`config.mk`:
```
export PLATFORM = sky130hd
export DESIGN_NAME = ppc_playback_path_config_regs
export DESIGN_NICKNAME = d
export VERILOG_FILES = /design/src/rtl/ppc_pkg.sv /design/src/rtl/ppc_playback_path_config_regs.sv
export SDC_FILE = /design/constraint.sdc
export NUM_CORES = 1
export LEC_CHECK = 0
export BUFFER_PORTS_ARGS = -buffer_cell sky130_fd_sc_hd__buf_2
export CAP_MARGIN = 20
export CELL_PAD_IN_SITES_DETAIL_PLACEMENT = 1
export CELL_PAD_IN_SITES_GLOBAL_PLACEMENT = 1
export CORE_UTILIZATION = 41
export CTS_BUF_LIST = sky130_fd_sc_hd__clkbuf_4
export CTS_CLUSTER_DIAMETER = 150
export DETAILED_ROUTE_END_ITERATION = 10
export PLACE_DENSITY_LB_ADDON = 0.1
export SLEW_MARGIN = 30
export SYNTH_ARGS = -nofsm -noshare
export SYNTH_HDL_FRONTEND = slang
export SYNTH_SLANG_ARGS = --single-unit
```
`constraint.sdc`:
```
create_clock -name clock -period 1.9 [get_ports clock]
set_input_delay 0.19 -clock clock [delete_from_list [all_inputs] [get_ports clock]]
set_output_delay 0.19 -clock clock [all_outputs]
set_load 0.02 [all_outputs]
```
`src/rtl/ppc_pkg.sv`:
```
// constants and types for the playback path configuration bank
package ppc_pkg;
  // field positions, word a
  localparam int A_VOL_PD  = 0;
  localparam int A_AMP_LO  = 1;
  localparam int A_AMP_HI  = 2;
  localparam int A_OMUX_LO = 3;
  localparam int A_OMUX_HI = 4;
  localparam int A_OSC_PD  = 8;
  // field positions, word b
  localparam int B_LPF_PD  = 1;
  localparam int B_RATE_LO = 2;
  localparam int B_RATE_HI = 3;
  localparam int B_FSRC    = 4;
  localparam int B_S2M_LO  = 5;
  localparam int B_S2M_HI  = 6;
  localparam int B_ATT_LO  = 11;
  localparam int B_ATT_HI  = 13;
  localparam int B_VMUX_LO = 14;
  localparam int B_VMUX_HI = 15;
  // reset values: stages powered down
  localparam logic [15:0] RST_WORD_A = 16'h0101;
  localparam logic [15:0] RST_WORD_B = 16'h0002;
  localparam logic [15:0] RST_WORD_C = 16'h0000;
  // word indices and counts
  localparam logic [1:0] IDX_A    = 2'h0;
  localparam logic [1:0] IDX_B    = 2'h1;
  localparam logic [1:0] IDX_C    = 2'h2;
  localparam logic [1:0] IDX_DONE = 2'h3;
  localparam logic [2:0] RD_LAST  = 3'h5;
  localparam logic [2:0] BIT_LAST = 3'h7;
  localparam logic [4:0] ATT_STEP_DB = 5'h04;
  // arbitrary neutral bus address
  localparam logic [6:0] DEV_ADDR = 7'h2c;

  typedef enum logic [1:0] {
    PPC_RATE_8K0 = 2'b00,
    PPC_RATE_6K4 = 2'b01,
    PPC_RATE_5K3 = 2'b10,
    PPC_RATE_4K0 = 2'b11
  } ppc_rate_type;

  typedef struct packed {
    logic         filter_from_storage;
    logic         lowpass_on;
    ppc_rate_type rate;
    logic [1:0]   second_mixer_sel;
    logic         second_mixer_lpf_only;
    logic [1:0]   volume_mux_sel;
    logic         volume_from_mixer2;
    logic         volume_on;
    logic [2:0]   atten_code;
    logic [4:0]   atten_db;
    logic [1:0]   output_mux_sel;
    logic         out_from_volume;
    logic         out_from_converter;
    logic [1:0]   out_amp_mode;
    logic         speaker_on;
    logic         speaker_high_gain;
    logic         aux_on;
    logic         oscillator_on;
  } ppc_path_type;
endpackage

```
`src/rtl/ppc_playback_path_config_regs.sv`:
```
// two-wire configuration slave and playback path decode
`timescale 1ns/1ps
`default_nettype none
module ppc_playback_path_config_regs (
  input  wire logic          clock,
  input  wire logic          rstn,
  input  wire logic          scl_i,
  input  wire logic          sda_i,
  output logic               sda_o,
  output logic               sda_oe,
  output logic [15:0]        word_a,
  output logic [15:0]        word_b,
  output logic [15:0]        word_c,
  output ppc_pkg::ppc_path_type path
);

  typedef enum logic [3:0] {
    ST_IDLE, ST_ADDR, ST_ADDR_CHK, ST_ADDR_ACK,
    ST_WR, ST_WR_CHK, ST_WR_ACK,
    ST_RD, ST_RD_ACK, ST_RD_NEXT
  } ppc_state_type;

  // read byte order: a hi, a lo, b hi, b lo, c hi, c lo
  function automatic logic [7:0] rd_byte(
    input logic [2:0]  idx,
    input logic [15:0] wa,
    input logic [15:0] wb,
    input logic [15:0] wc
  );
    logic [15:0] w;
    case (idx[2:1])
      2'h0:    w = wa;
      2'h1:    w = wb;
      default: w = wc;
    endcase
    rd_byte = idx[0] ? w[7:0] : w[15:8];
  endfunction

  // pin synchronisers; stage 1 feeds stage 2 only
  logic scl_s1_r, scl_s2_r, scl_s3_r;
  logic sda_s1_r, sda_s2_r, sda_s3_r;

  always_ff @(posedge clock) begin
    if (!rstn) begin
      scl_s1_r <= 1'b1;
      scl_s2_r <= 1'b1;
      scl_s3_r <= 1'b1;
      sda_s1_r <= 1'b1;
      sda_s2_r <= 1'b1;
      sda_s3_r <= 1'b1;
    end else begin
      scl_s1_r <= scl_i;
      scl_s2_r <= scl_s1_r;
      scl_s3_r <= scl_s2_r;
      sda_s1_r <= sda_i;
      sda_s2_r <= sda_s1_r;
      sda_s3_r <= sda_s2_r;
    end
  end

  logic scl_rise, scl_fall, bus_start, bus_stop;
  assign scl_rise  = scl_s2_r & ~scl_s3_r;
  assign scl_fall  = ~scl_s2_r & scl_s3_r;
  assign bus_start = scl_s2_r & scl_s3_r & sda_s3_r & ~sda_s2_r;
  assign bus_stop  = scl_s2_r & scl_s3_r & ~sda_s3_r & sda_s2_r;

  ppc_state_type state_r, state_nxt;
  logic [2:0]  cnt_r, cnt_nxt;
  logic [7:0]  shift_r, shift_nxt;
  logic [7:0]  hold_r, hold_nxt;
  logic        hi_r, hi_nxt;
  logic        ack_r, ack_nxt;
  logic        rw_r, rw_nxt;
  logic        drive_r, drive_nxt;
  logic [1:0]  ptr_r, ptr_nxt;
  logic [2:0]  ridx_r, ridx_nxt;
  logic [15:0] wa_r, wa_nxt;
  logic [15:0] wb_r, wb_nxt;
  logic [15:0] wc_r, wc_nxt;
  logic [7:0]  shin;
  logic [7:0]  tx;

  assign shin = {shift_r[6:0], sda_s2_r};
  assign tx   = rd_byte(ridx_r, wa_r, wb_r, wc_r);

  always_comb begin
    state_nxt = state_r;
    cnt_nxt   = cnt_r;
    shift_nxt = shift_r;
    hold_nxt  = hold_r;
    hi_nxt    = hi_r;
    ack_nxt   = ack_r;
    rw_nxt    = rw_r;
    drive_nxt = drive_r;
    ptr_nxt   = ptr_r;
    ridx_nxt  = ridx_r;
    wa_nxt    = wa_r;
    wb_nxt    = wb_r;
    wc_nxt    = wc_r;
    if (bus_start) begin
      // every transaction restarts at word a
      state_nxt = ST_ADDR;
      cnt_nxt   = 3'h0;
      drive_nxt = 1'b0;
      ptr_nxt   = ppc_pkg::IDX_A;
      hi_nxt    = 1'b0;
      ridx_nxt  = 3'h0;
    end else if (bus_stop) begin
      // a half-written word is dropped, never applied
      state_nxt = ST_IDLE;
      drive_nxt = 1'b0;
      hi_nxt    = 1'b0;
    end else begin
      case (state_r)
        ST_IDLE: begin
          drive_nxt = 1'b0;
        end
        ST_ADDR: begin
          if (scl_rise) begin
            shift_nxt = shin;
            cnt_nxt   = cnt_r + 3'h1;
            if (cnt_r == ppc_pkg::BIT_LAST) begin
              state_nxt = ST_ADDR_CHK;
            end
          end
        end
        ST_ADDR_CHK: begin
          if (scl_fall) begin
            if (shift_r[7:1] == ppc_pkg::DEV_ADDR) begin
              drive_nxt = 1'b1;
              rw_nxt    = shift_r[0];
              state_nxt = ST_ADDR_ACK;
            end else begin
              state_nxt = ST_IDLE;
            end
          end
        end
        ST_ADDR_ACK: begin
          if (scl_fall) begin
            cnt_nxt = 3'h0;
            if (rw_r) begin
              shift_nxt = tx;
              drive_nxt = ~tx[7];
              state_nxt = ST_RD;
            end else begin
              drive_nxt = 1'b0;
              state_nxt = ST_WR;
            end
          end
        end
        ST_WR: begin
          if (scl_rise) begin
            shift_nxt = shin;
            cnt_nxt   = cnt_r + 3'h1;
            if (cnt_r == ppc_pkg::BIT_LAST) begin
              state_nxt = ST_WR_CHK;
              ack_nxt   = (ptr_r != ppc_pkg::IDX_DONE);
              if (ptr_r != ppc_pkg::IDX_DONE) begin
                if (!hi_r) begin
                  hold_nxt = shin;
                  hi_nxt   = 1'b1;
                end else begin
                  // whole word lands on this scl rise
                  hi_nxt  = 1'b0;
                  ptr_nxt = ptr_r + 2'h1;
                  case (ptr_r)
                    ppc_pkg::IDX_A: wa_nxt = {hold_r, shin};
                    ppc_pkg::IDX_B: wb_nxt = {hold_r, shin};
                    ppc_pkg::IDX_C: wc_nxt = {hold_r, shin};
                    default: ;
                  endcase
                end
              end
            end
          end
        end
        ST_WR_CHK: begin
          if (scl_fall) begin
            drive_nxt = ack_r;
            state_nxt = ST_WR_ACK;
          end
        end
        ST_WR_ACK: begin
          if (scl_fall) begin
            drive_nxt = 1'b0;
            cnt_nxt   = 3'h0;
            state_nxt = ack_r ? ST_WR : ST_IDLE;
          end
        end
        ST_RD: begin
          if (scl_fall) begin
            cnt_nxt = cnt_r + 3'h1;
            if (cnt_r == ppc_pkg::BIT_LAST) begin
              drive_nxt = 1'b0;
              state_nxt = ST_RD_ACK;
            end else begin
              shift_nxt = {shift_r[6:0], 1'b0};
              drive_nxt = ~shift_r[6];
            end
          end
        end
        ST_RD_ACK: begin
          if (scl_rise) begin
            if (sda_s2_r) begin
              state_nxt = ST_IDLE;
            end else begin
              ridx_nxt  = (ridx_r == ppc_pkg::RD_LAST) ?
                          3'h0 : ridx_r + 3'h1;
              state_nxt = ST_RD_NEXT;
            end
          end
        end
        ST_RD_NEXT: begin
          if (scl_fall) begin
            shift_nxt = tx;
            drive_nxt = ~tx[7];
            cnt_nxt   = 3'h0;
            state_nxt = ST_RD;
          end
        end
        default: begin
          state_nxt = ST_IDLE;
          drive_nxt = 1'b0;
        end
      endcase
    end
  end

  always_ff @(posedge clock) begin
    if (!rstn) begin
      state_r <= ST_IDLE;
      cnt_r   <= 3'h0;
      shift_r <= 8'h00;
      hold_r  <= 8'h00;
      hi_r    <= 1'b0;
      ack_r   <= 1'b0;
      rw_r    <= 1'b0;
      drive_r <= 1'b0;
      ptr_r   <= ppc_pkg::IDX_A;
      ridx_r  <= 3'h0;
      wa_r    <= ppc_pkg::RST_WORD_A;
      wb_r    <= ppc_pkg::RST_WORD_B;
      wc_r    <= ppc_pkg::RST_WORD_C;
    end else begin
      state_r <= state_nxt;
      cnt_r   <= cnt_nxt;
      shift_r <= shift_nxt;
      hold_r  <= hold_nxt;
      hi_r    <= hi_nxt;
      ack_r   <= ack_nxt;
      rw_r    <= rw_nxt;
      drive_r <= drive_nxt;
      ptr_r   <= ptr_nxt;
      ridx_r  <= ridx_nxt;
      wa_r    <= wa_nxt;
      wb_r    <= wb_nxt;
      wc_r    <= wc_nxt;
    end
  end

  // open drain: only ever pulls low
  assign sda_o  = 1'b0;
  assign sda_oe = drive_r;
  assign word_a = wa_r;
  assign word_b = wb_r;
  assign word_c = wc_r;

  // path decode, registered one cycle after the word
  ppc_pkg::ppc_path_type path_r, path_nxt;
  logic [1:0] amp;

  always_comb begin
    amp = wa_r[ppc_pkg::A_AMP_HI:ppc_pkg::A_AMP_LO];
    path_nxt = '0;
    path_nxt.filter_from_storage = wb_r[ppc_pkg::B_FSRC];
    path_nxt.lowpass_on = ~wb_r[ppc_pkg::B_LPF_PD];
    path_nxt.rate = ppc_pkg::ppc_rate_type'(
      wb_r[ppc_pkg::B_RATE_HI:ppc_pkg::B_RATE_LO]);
    path_nxt.second_mixer_sel =
      wb_r[ppc_pkg::B_S2M_HI:ppc_pkg::B_S2M_LO];
    path_nxt.second_mixer_lpf_only =
      (wb_r[ppc_pkg::B_S2M_HI:ppc_pkg::B_S2M_LO] == 2'b10);
    path_nxt.volume_mux_sel =
      wb_r[ppc_pkg::B_VMUX_HI:ppc_pkg::B_VMUX_LO];
    path_nxt.volume_from_mixer2 =
      (wb_r[ppc_pkg::B_VMUX_HI:ppc_pkg::B_VMUX_LO] == 2'b01);
    path_nxt.volume_on = ~wa_r[ppc_pkg::A_VOL_PD];
    path_nxt.atten_code =
      wb_r[ppc_pkg::B_ATT_HI:ppc_pkg::B_ATT_LO];
    path_nxt.atten_db = 5'(ppc_pkg::ATT_STEP_DB *
      {2'b00, wb_r[ppc_pkg::B_ATT_HI:ppc_pkg::B_ATT_LO]});
    path_nxt.output_mux_sel =
      wa_r[ppc_pkg::A_OMUX_HI:ppc_pkg::A_OMUX_LO];
    path_nxt.out_from_volume =
      (wa_r[ppc_pkg::A_OMUX_HI:ppc_pkg::A_OMUX_LO] == 2'b00);
    path_nxt.out_from_converter =
      (wa_r[ppc_pkg::A_OMUX_HI:ppc_pkg::A_OMUX_LO] == 2'b01);
    path_nxt.out_amp_mode = amp;
    path_nxt.speaker_on = (amp == 2'b01);
    path_nxt.speaker_high_gain = (amp == 2'b01);
    // only mode 10 is taken to enable aux here
    path_nxt.aux_on = (amp == 2'b10);
    path_nxt.oscillator_on = ~wa_r[ppc_pkg::A_OSC_PD];
  end

  always_ff @(posedge clock) begin
    if (!rstn) begin
      path_r <= '0;
    end else begin
      path_r <= path_nxt;
    end
  end

  assign path = path_r;

endmodule
`default_nettype wire

```
==> metrics.cfg, run 1 <==
[critical_path]
rrSetupSlack_ns=0.06
path_class=reg -> reg
r2r-end=shift_r[3]
critPathMaxFanout=8
cp-startpoint=cnt_r[0]
cp-end-kind=flop
cp.arrival_ns=2.25
required_ns=2.31
worst_r2r_startpoint=cnt_r[0]
endpoint=shift_r[3]
cp-start-kind=flop
reg2reg_depth=8

[placement]
gp_routability_congestion=0.852
hpwl_microns=10900
dp_slack_ns=-0.146
dp.cells=789
port_buffers=79

[synth]
ys_types=59
ys_async_sr_fraction_pct=0
synth.area.top_cells=dfxtp_1 42%, nand2_1 7.9%, mux2i_1 4.6%
mappedNetlistArea_sq_um=5210
avgSynthCellArea_sq_um=9.46
synth_seq_area_share_pct=41.9
ys.flop_type=dfxtp_1
synth_top_area_share_pct=41.9
yosysWarnings=0
synth_edf_count=0
synth_top_area_cell=dfxtp_1
synth_cells=551
synth_seq_cells=109

[die]
die_w_microns=115
die_area_sq_um=13200
die_y_microns=115
coreArea_sq_um=12200
fp-row-count=40
pin_count=83
start_util_pct=42.7

[power_and_ir_drop]
intPower_mw=2.66
comb_power_share_pct=3.4
pwr-share-clk_pct=32.6
seqPwrFrac_pct=64.0
leakage_nw=2.66
power_switching_uw=935
p_sw_share_pct=26.0
ir_worst_vdd_mv=0.404
power_density_nw_per_um2=583

[route]
wirelength_microns=15000
wl_per_cell_microns=18.5
num_vias=4208
drtAntennaViolNets=0
viasPerCell=5.18
first_iter_violations=245
firstDrtPassIters=4
drc=0

[timing]
worstMarginPinSlew_ns=0.514
layout_setup_ws_ns=0.0615
fin_crit_sh_pct=96.8
hold_violations=0
period_minus_slack_ns=1.84
rsz0062_at_grt=yes
slew_viol_final=0
clock_skew_ns=0.0205
setup_viol=0
relSlewSlack_pct=65.7
fin_tns_setup_ns=0
max_freq_mhz=544

[finish]
final_nets=648
finalCoreUtilization_pct=50.4
synthToLayoutAreaGrowth_pct=18.2
drive_above_1_share_pct=33.1
instances_no_fill=813
fillCellCount=1484

[clock_network]
cts_setup_buffers=0
cts_max_level=3
max-clock-path-buffers=2
cts_tree=yes
clk_pin_slew_ns=0.18
cts_buffers=9
numClockSinks=109
insertion_delay_ns=0.51
root_buffer=clkbuf_4

[global_route]
grt_max_degree=45
grt_antenna_before_repair=2
grt_pass1_vias=4236
groute.usage.overall_pct=23.3
met1_usage_pct=30.2
use_met2_pct=39.7
top_usage_layer=met2
met3_usage_pct=3.74
grt_pass1_wl_microns=23100
grt_overflow_total=0

[job]
max-cap-violations=0

[worst_hold_path]
hold_class=in -> reg
min_path_cells=3

[outcome]
status=complete, no violations

[layout make-up]
| type | count | area [sq um] | share of cell area, % |
|---|---|---|---|
| Clock buffer | 10 | 75.1 | 1.22 |
| Sequential cell | 109 | 2190 | 35.6 |
| Inverter | 5 | 18.8 | 0.305 |
| Antenna cell | 2 | 5.00 | 0.0813 |
| Timing Repair Buffer | 130 | 843 | 13.7 |
| Clock inverter | 6 | 52.6 | 0.853 |
| Multi-Input combinational cell | 383 | 2760 | 44.8 |
| Tap cell | 168 | 210 | 3.41 |
[power groups by stage]
stage | clock network (mW) | logic, mW | registers [mW]
floorplan | 0 | 0.0786 | 2.35
global placement | 0 | 0.113 | 2.35
global route | 1.32 | 0.132 | 2.30
CTS | 1.20 | 0.119 | 2.30
finish | 1.17 | 0.122 | 2.30
detailed placement | 0 | 0.114 | 2.35
[sequential cells by signal, indices dropped and copies added (netlist names)]
signal,cells
ack_r,1
cnt_r,3
hi_r,1
hold_r,8
path,23
ptr_r,2
ridx_r,3
rw_r,1
scl_s1_r,1
scl_s2_r,1
scl_s3_r,1
sda_oe,1
sda_s1_r,1
sda_s2_r,1
sda_s3_r,1
shift_r,8
state_r,4
word_a,16
word_b,16
word_c,16
[critical path: stages (launching register included)]
cell      delay, ns
dfxtp_2        0.38
ha_4           0.16
ha_4           0.16
nor4bb_4       0.29
o32ai_2        0.11
a31oi_2        0.23
buf_6          0.17
nand3_1        0.09
o211a_1        0.14
[synthesized netlist by cell type, drive strengths merged (2+ instances only)]
| cell type | number |
|---|---|
| a211oi | 4 |
| a21boi | 45 |
| a21o | 2 |
| a21oi | 8 |
| a31oi | 4 |
| and2 | 17 |
| and4 | 2 |
| and4b | 2 |
| buf | 42 |
| clkbuf | 16 |
| dfxtp | 109 |
| ha | 6 |
| inv | 5 |
| mux2 | 16 |
| mux2i | 24 |
| mux4 | 8 |
| nand2 | 110 |
| nand2b | 14 |
| nand3 | 13 |
| nand3b | 4 |
| nor2 | 20 |
| nor2b | 29 |
| nor3b | 2 |
| nor4b | 3 |
| nor4bb | 2 |
| o211a | 8 |
| o21a | 2 |
| o21ai | 7 |
| o22ai | 2 |
| o32a | 2 |
| o32ai | 2 |
| xnor2 | 4 |
[logic make-up after synthesis]
| logic type | count (synthesis) | share of synthesized area, % |
|---|---|---|
| DFF | 109 | 41.9 |
| other | 1 | 0.0720 |
| muxes | 48 | 11.5 |
| xor gates and xnor gates | 4 | 0.672 |
| adders and majority gates | 6 | 1.44 |
| buffers and inverters | 63 | 7.47 |
| AOI/OAI and AO/OA | 97 | 15.6 |
| and+or+nand+nor | 223 | 21.3 |
[repair_timing]
| action | in CTS | in global routing |
|---|---|---|
| hold buffers | 3 | 0 |
| resized for setup | 5 | 28 |
| setup endpoints to repair | 17 | 46 |
| hold endpoints to repair | 4 | 0 |
| cloned | 0 | 3 |
| pin swaps | 0 | 6 |
[worst min-delay path by stage]
stage,startpoint,to,slack (ns)
2_1_floorplan,rstn,sda_s3_r,0.28
3_3_place_gp,scl_i,scl_s1_r,0.37
3_5_place_dp,scl_i,scl_s1_r,0.37
4_1_cts,scl_i,scl_s1_r,0.36
5_1_grt,scl_i,scl_s1_r,0.36
6_report,scl_i,scl_s1_r,0.38
[metal layers]
metal	share of wire, %	routed length (microns)
met1	45	6730
met3	4.1	613
met4	1.7	255
met5	0	0
met2	49	7410
[cells in the final DEF (no fill, tap or decap), types with 3 or more instances in the layout]
cell type,Yosys,routed
nand2_1,110,110
dfxtp_1,109,103
buf_2,13,79
buf_4,24,42
nor2b_1,29,28
mux2i_1,24,24
nor2_1,20,19
a21boi_2,17,17
a21boi_0,18,17
mux2_2,16,15
and2_1,15,14
nand2b_1,14,14
a21boi_1,10,11
nand3_1,13,10
clkbuf_4,0,10
a21oi_1,8,8
mux4_2,8,8
o211a_1,8,8
o21ai_0,7,7
inv_1,5,5
a211oi_1,4,4
nand3b_1,4,4
xnor2_1,4,4
and2_4,2,4
ha_1,6,4
dfxtp_2,0,4
buf_12,0,4
nand3_2,0,3
conb_1,1,3
dlygate4sd3_1,0,3
[stage by stage]
stage                     hold WS, ns  power (mW)  cell area [sq um]
final                           0.377        3.59               6160
after global routing            0.359        3.75               6160
after CTS                       0.355        3.62               6030
after detailed placement        0.375        2.46               5860
after global placement          0.372        2.46               5860
after floorplan                 0.280        2.43               5220
Note: power is estimated with default switching activity, not from simulation.
==> inputs of run 2 (changes only) <==
--- a/config.mk
+++ b/config.mk
@@ -13,7 +13,9 @@
 export CTS_BUF_LIST = sky130_fd_sc_hd__clkbuf_4
 export CTS_CLUSTER_DIAMETER = 150
 export DETAILED_ROUTE_END_ITERATION = 10
+export GPL_TIMING_DRIVEN = 0
 export PLACE_DENSITY_LB_ADDON = 0.1
+export SETUP_SLACK_MARGIN = 0.15
 export SLEW_MARGIN = 30
 export SYNTH_ARGS = -nofsm -noshare
 export SYNTH_HDL_FRONTEND = slang
==> metrics.cfg, run 2 (synthesis gave the netlist of run 1 again) <==
[power_and_ir_drop]
leakage_nw=3.22
pwr-share-clk_pct=33.7
comb_power_share_pct=3.9
power_density_nw_per_um2=525
intPower_mw=2.80
power_switching_uw=885
p_sw_share_pct=24.0
ir_worst_vdd_mv=0.376
seqPwrFrac_pct=62.3

[finish]
final_nets=697
synthToLayoutAreaGrowth_pct=34.6
instances_no_fill=860
stdcell_area_sq_um=7020
largest_reg_flops=23
layout_common_cells=99 x dfxtp_1, 80 x buf_2, 72 x nand2_1
antennaDiodeCount=0
layout_commonest_cell=dfxtp_1
drive_above_1_share_pct=46.5

[timing]
fin_crit_sh_pct=101
fin_tns_setup_ns=-0.0667
relSlewSlack_pct=56.8
period_minus_slack_ns=1.91
rsz0062_at_grt=yes
setup_viol=11
hold_violations=0
layout_setup_ws_ns=-0.0125
clock_skew_ns=0.0167
worstMarginPinSlew_ns=0.649
slew_viol_final=0
whs_ns=0.420
max_freq_mhz=523

[critical_path]
slowest_stage=dfxtp_4
cpPeakStageDelay_ns=0.40
cp-end-kind=flop
critPathMaxFanout=4
crit_family=simple AND/OR/NAND/NOR gates
cp.arrival_ns=2.29
worstPathCellList=nor4b_4, buf_4, nand4b_1, or3_4, buf_6, mux2i_1, nor2b_1
rrSetupSlack_ns=-0.01
crit_buf_inv=2
cp-start-kind=flop
required_ns=2.28
path_class=reg -> reg

[die]
coreArea_sq_um=12200
die_y_microns=115
die_w_microns=115
die_area_sq_um=13200
start_util_pct=42.7
fp-row-count=40
pin_count=83

[job]
max-cap-violations=0

[placement]
port_buffers=79
dp.cells=800
placed_cell_area_sq_um=5850
hpwl_microns=11600
gp_routability_congestion=0.846

[route]
firstDrtPassIters=4
drc=0
wl_per_cell_microns=20.1
wirelength_microns=17300
first_iter_violations=224
num_vias=4552
drtAntennaViolNets=0
viasPerCell=5.29

[worst_hold_path]
hold_class=in -> reg

[clock_network]
clk_pin_slew_ns=0.16
cts_tree=yes
cts_max_level=3
cts_buffers=9
max-clock-path-buffers=2
numClockSinks=109
insertion_delay_ns=0.48
root_buffer=clkbuf_4

[global_route]
groute.usage.overall_pct=25.7
grt_pass1_vias=4546
grt_antenna_before_repair=0
grt_overflow_total=0
grt_pass1_wl_microns=25200
grt_max_degree=17

[outcome]
violations=negative setup slack
status=finished, violations left

run 2: final timing paths:
check,to,cells past startpoint,from
setup / recovery,hold_r[7],7,state_r[1]
hold / removal,sda_s1_r,3,sda_i
hold reg to reg,sda_s2_r,1,sda_s1_r
setup reg to reg,hold_r[7],7,state_r[1]
run 2: area by class of cell:
type	count	area (sq um)
sequential	109	2210
timing repair buffer	123	831
tap	168	210
inverter	5	18.8
buffer	58	512
clock inverter	4	47.5
multi-input combinational	381	3100
fill	1427	5200
clock buffer	12	90.1
run 2: worst register-to-register path, stage by stage, from the launching register on:
cell,delay [ns]
dfxtp_4,0.40
nor4b_4,0.37
buf_4,0.18
nand4b_1,0.11
or3_4,0.37
buf_6,0.15
mux2i_1,0.17
nor2b_1,0.08
run 2: routing by layer:
layer,global-route usage [%],wire length (microns)
met5,0,0
met4,7.97,436
met3,4.59,808
met2,45.6,8800
met1,31.7,7260
run 2: per-stage QoR:
step	utilization, %	power, mW	setup slack [ns]
after global placement	47.9	2.47	-0.424
after detailed placement	47.9	2.47	-0.466
after floorplan	-	2.43	0.117
after CTS	53.3	3.69	0.0120
after global routing	57.4	3.80	-0.114
final	57.4	3.68	-0.0125
run 2: power groups by stage:
stage / Sequential, mW / Combinational, mW / Clock (mW)
6_report: 2.29 / 0.145 / 1.24
5_1_grt: 2.30 / 0.154 / 1.35
3_3_place_gp: 2.35 / 0.117 / 0
3_5_place_dp: 2.35 / 0.119 / 0
4_1_cts: 2.30 / 0.132 / 1.26
2_1_floorplan: 2.35 / 0.0786 / 0
run 2: what timing repair did:
item                                    in CTS  in global routing
endpoints found under the setup margin      78                 77
pin swaps                                   23                 53
hold buffers                                 3                  0
hold endpoints to repair                     3                  0
setup buffers                               23                 14
resized for setup                          108                 94
cloned                                       2                  2
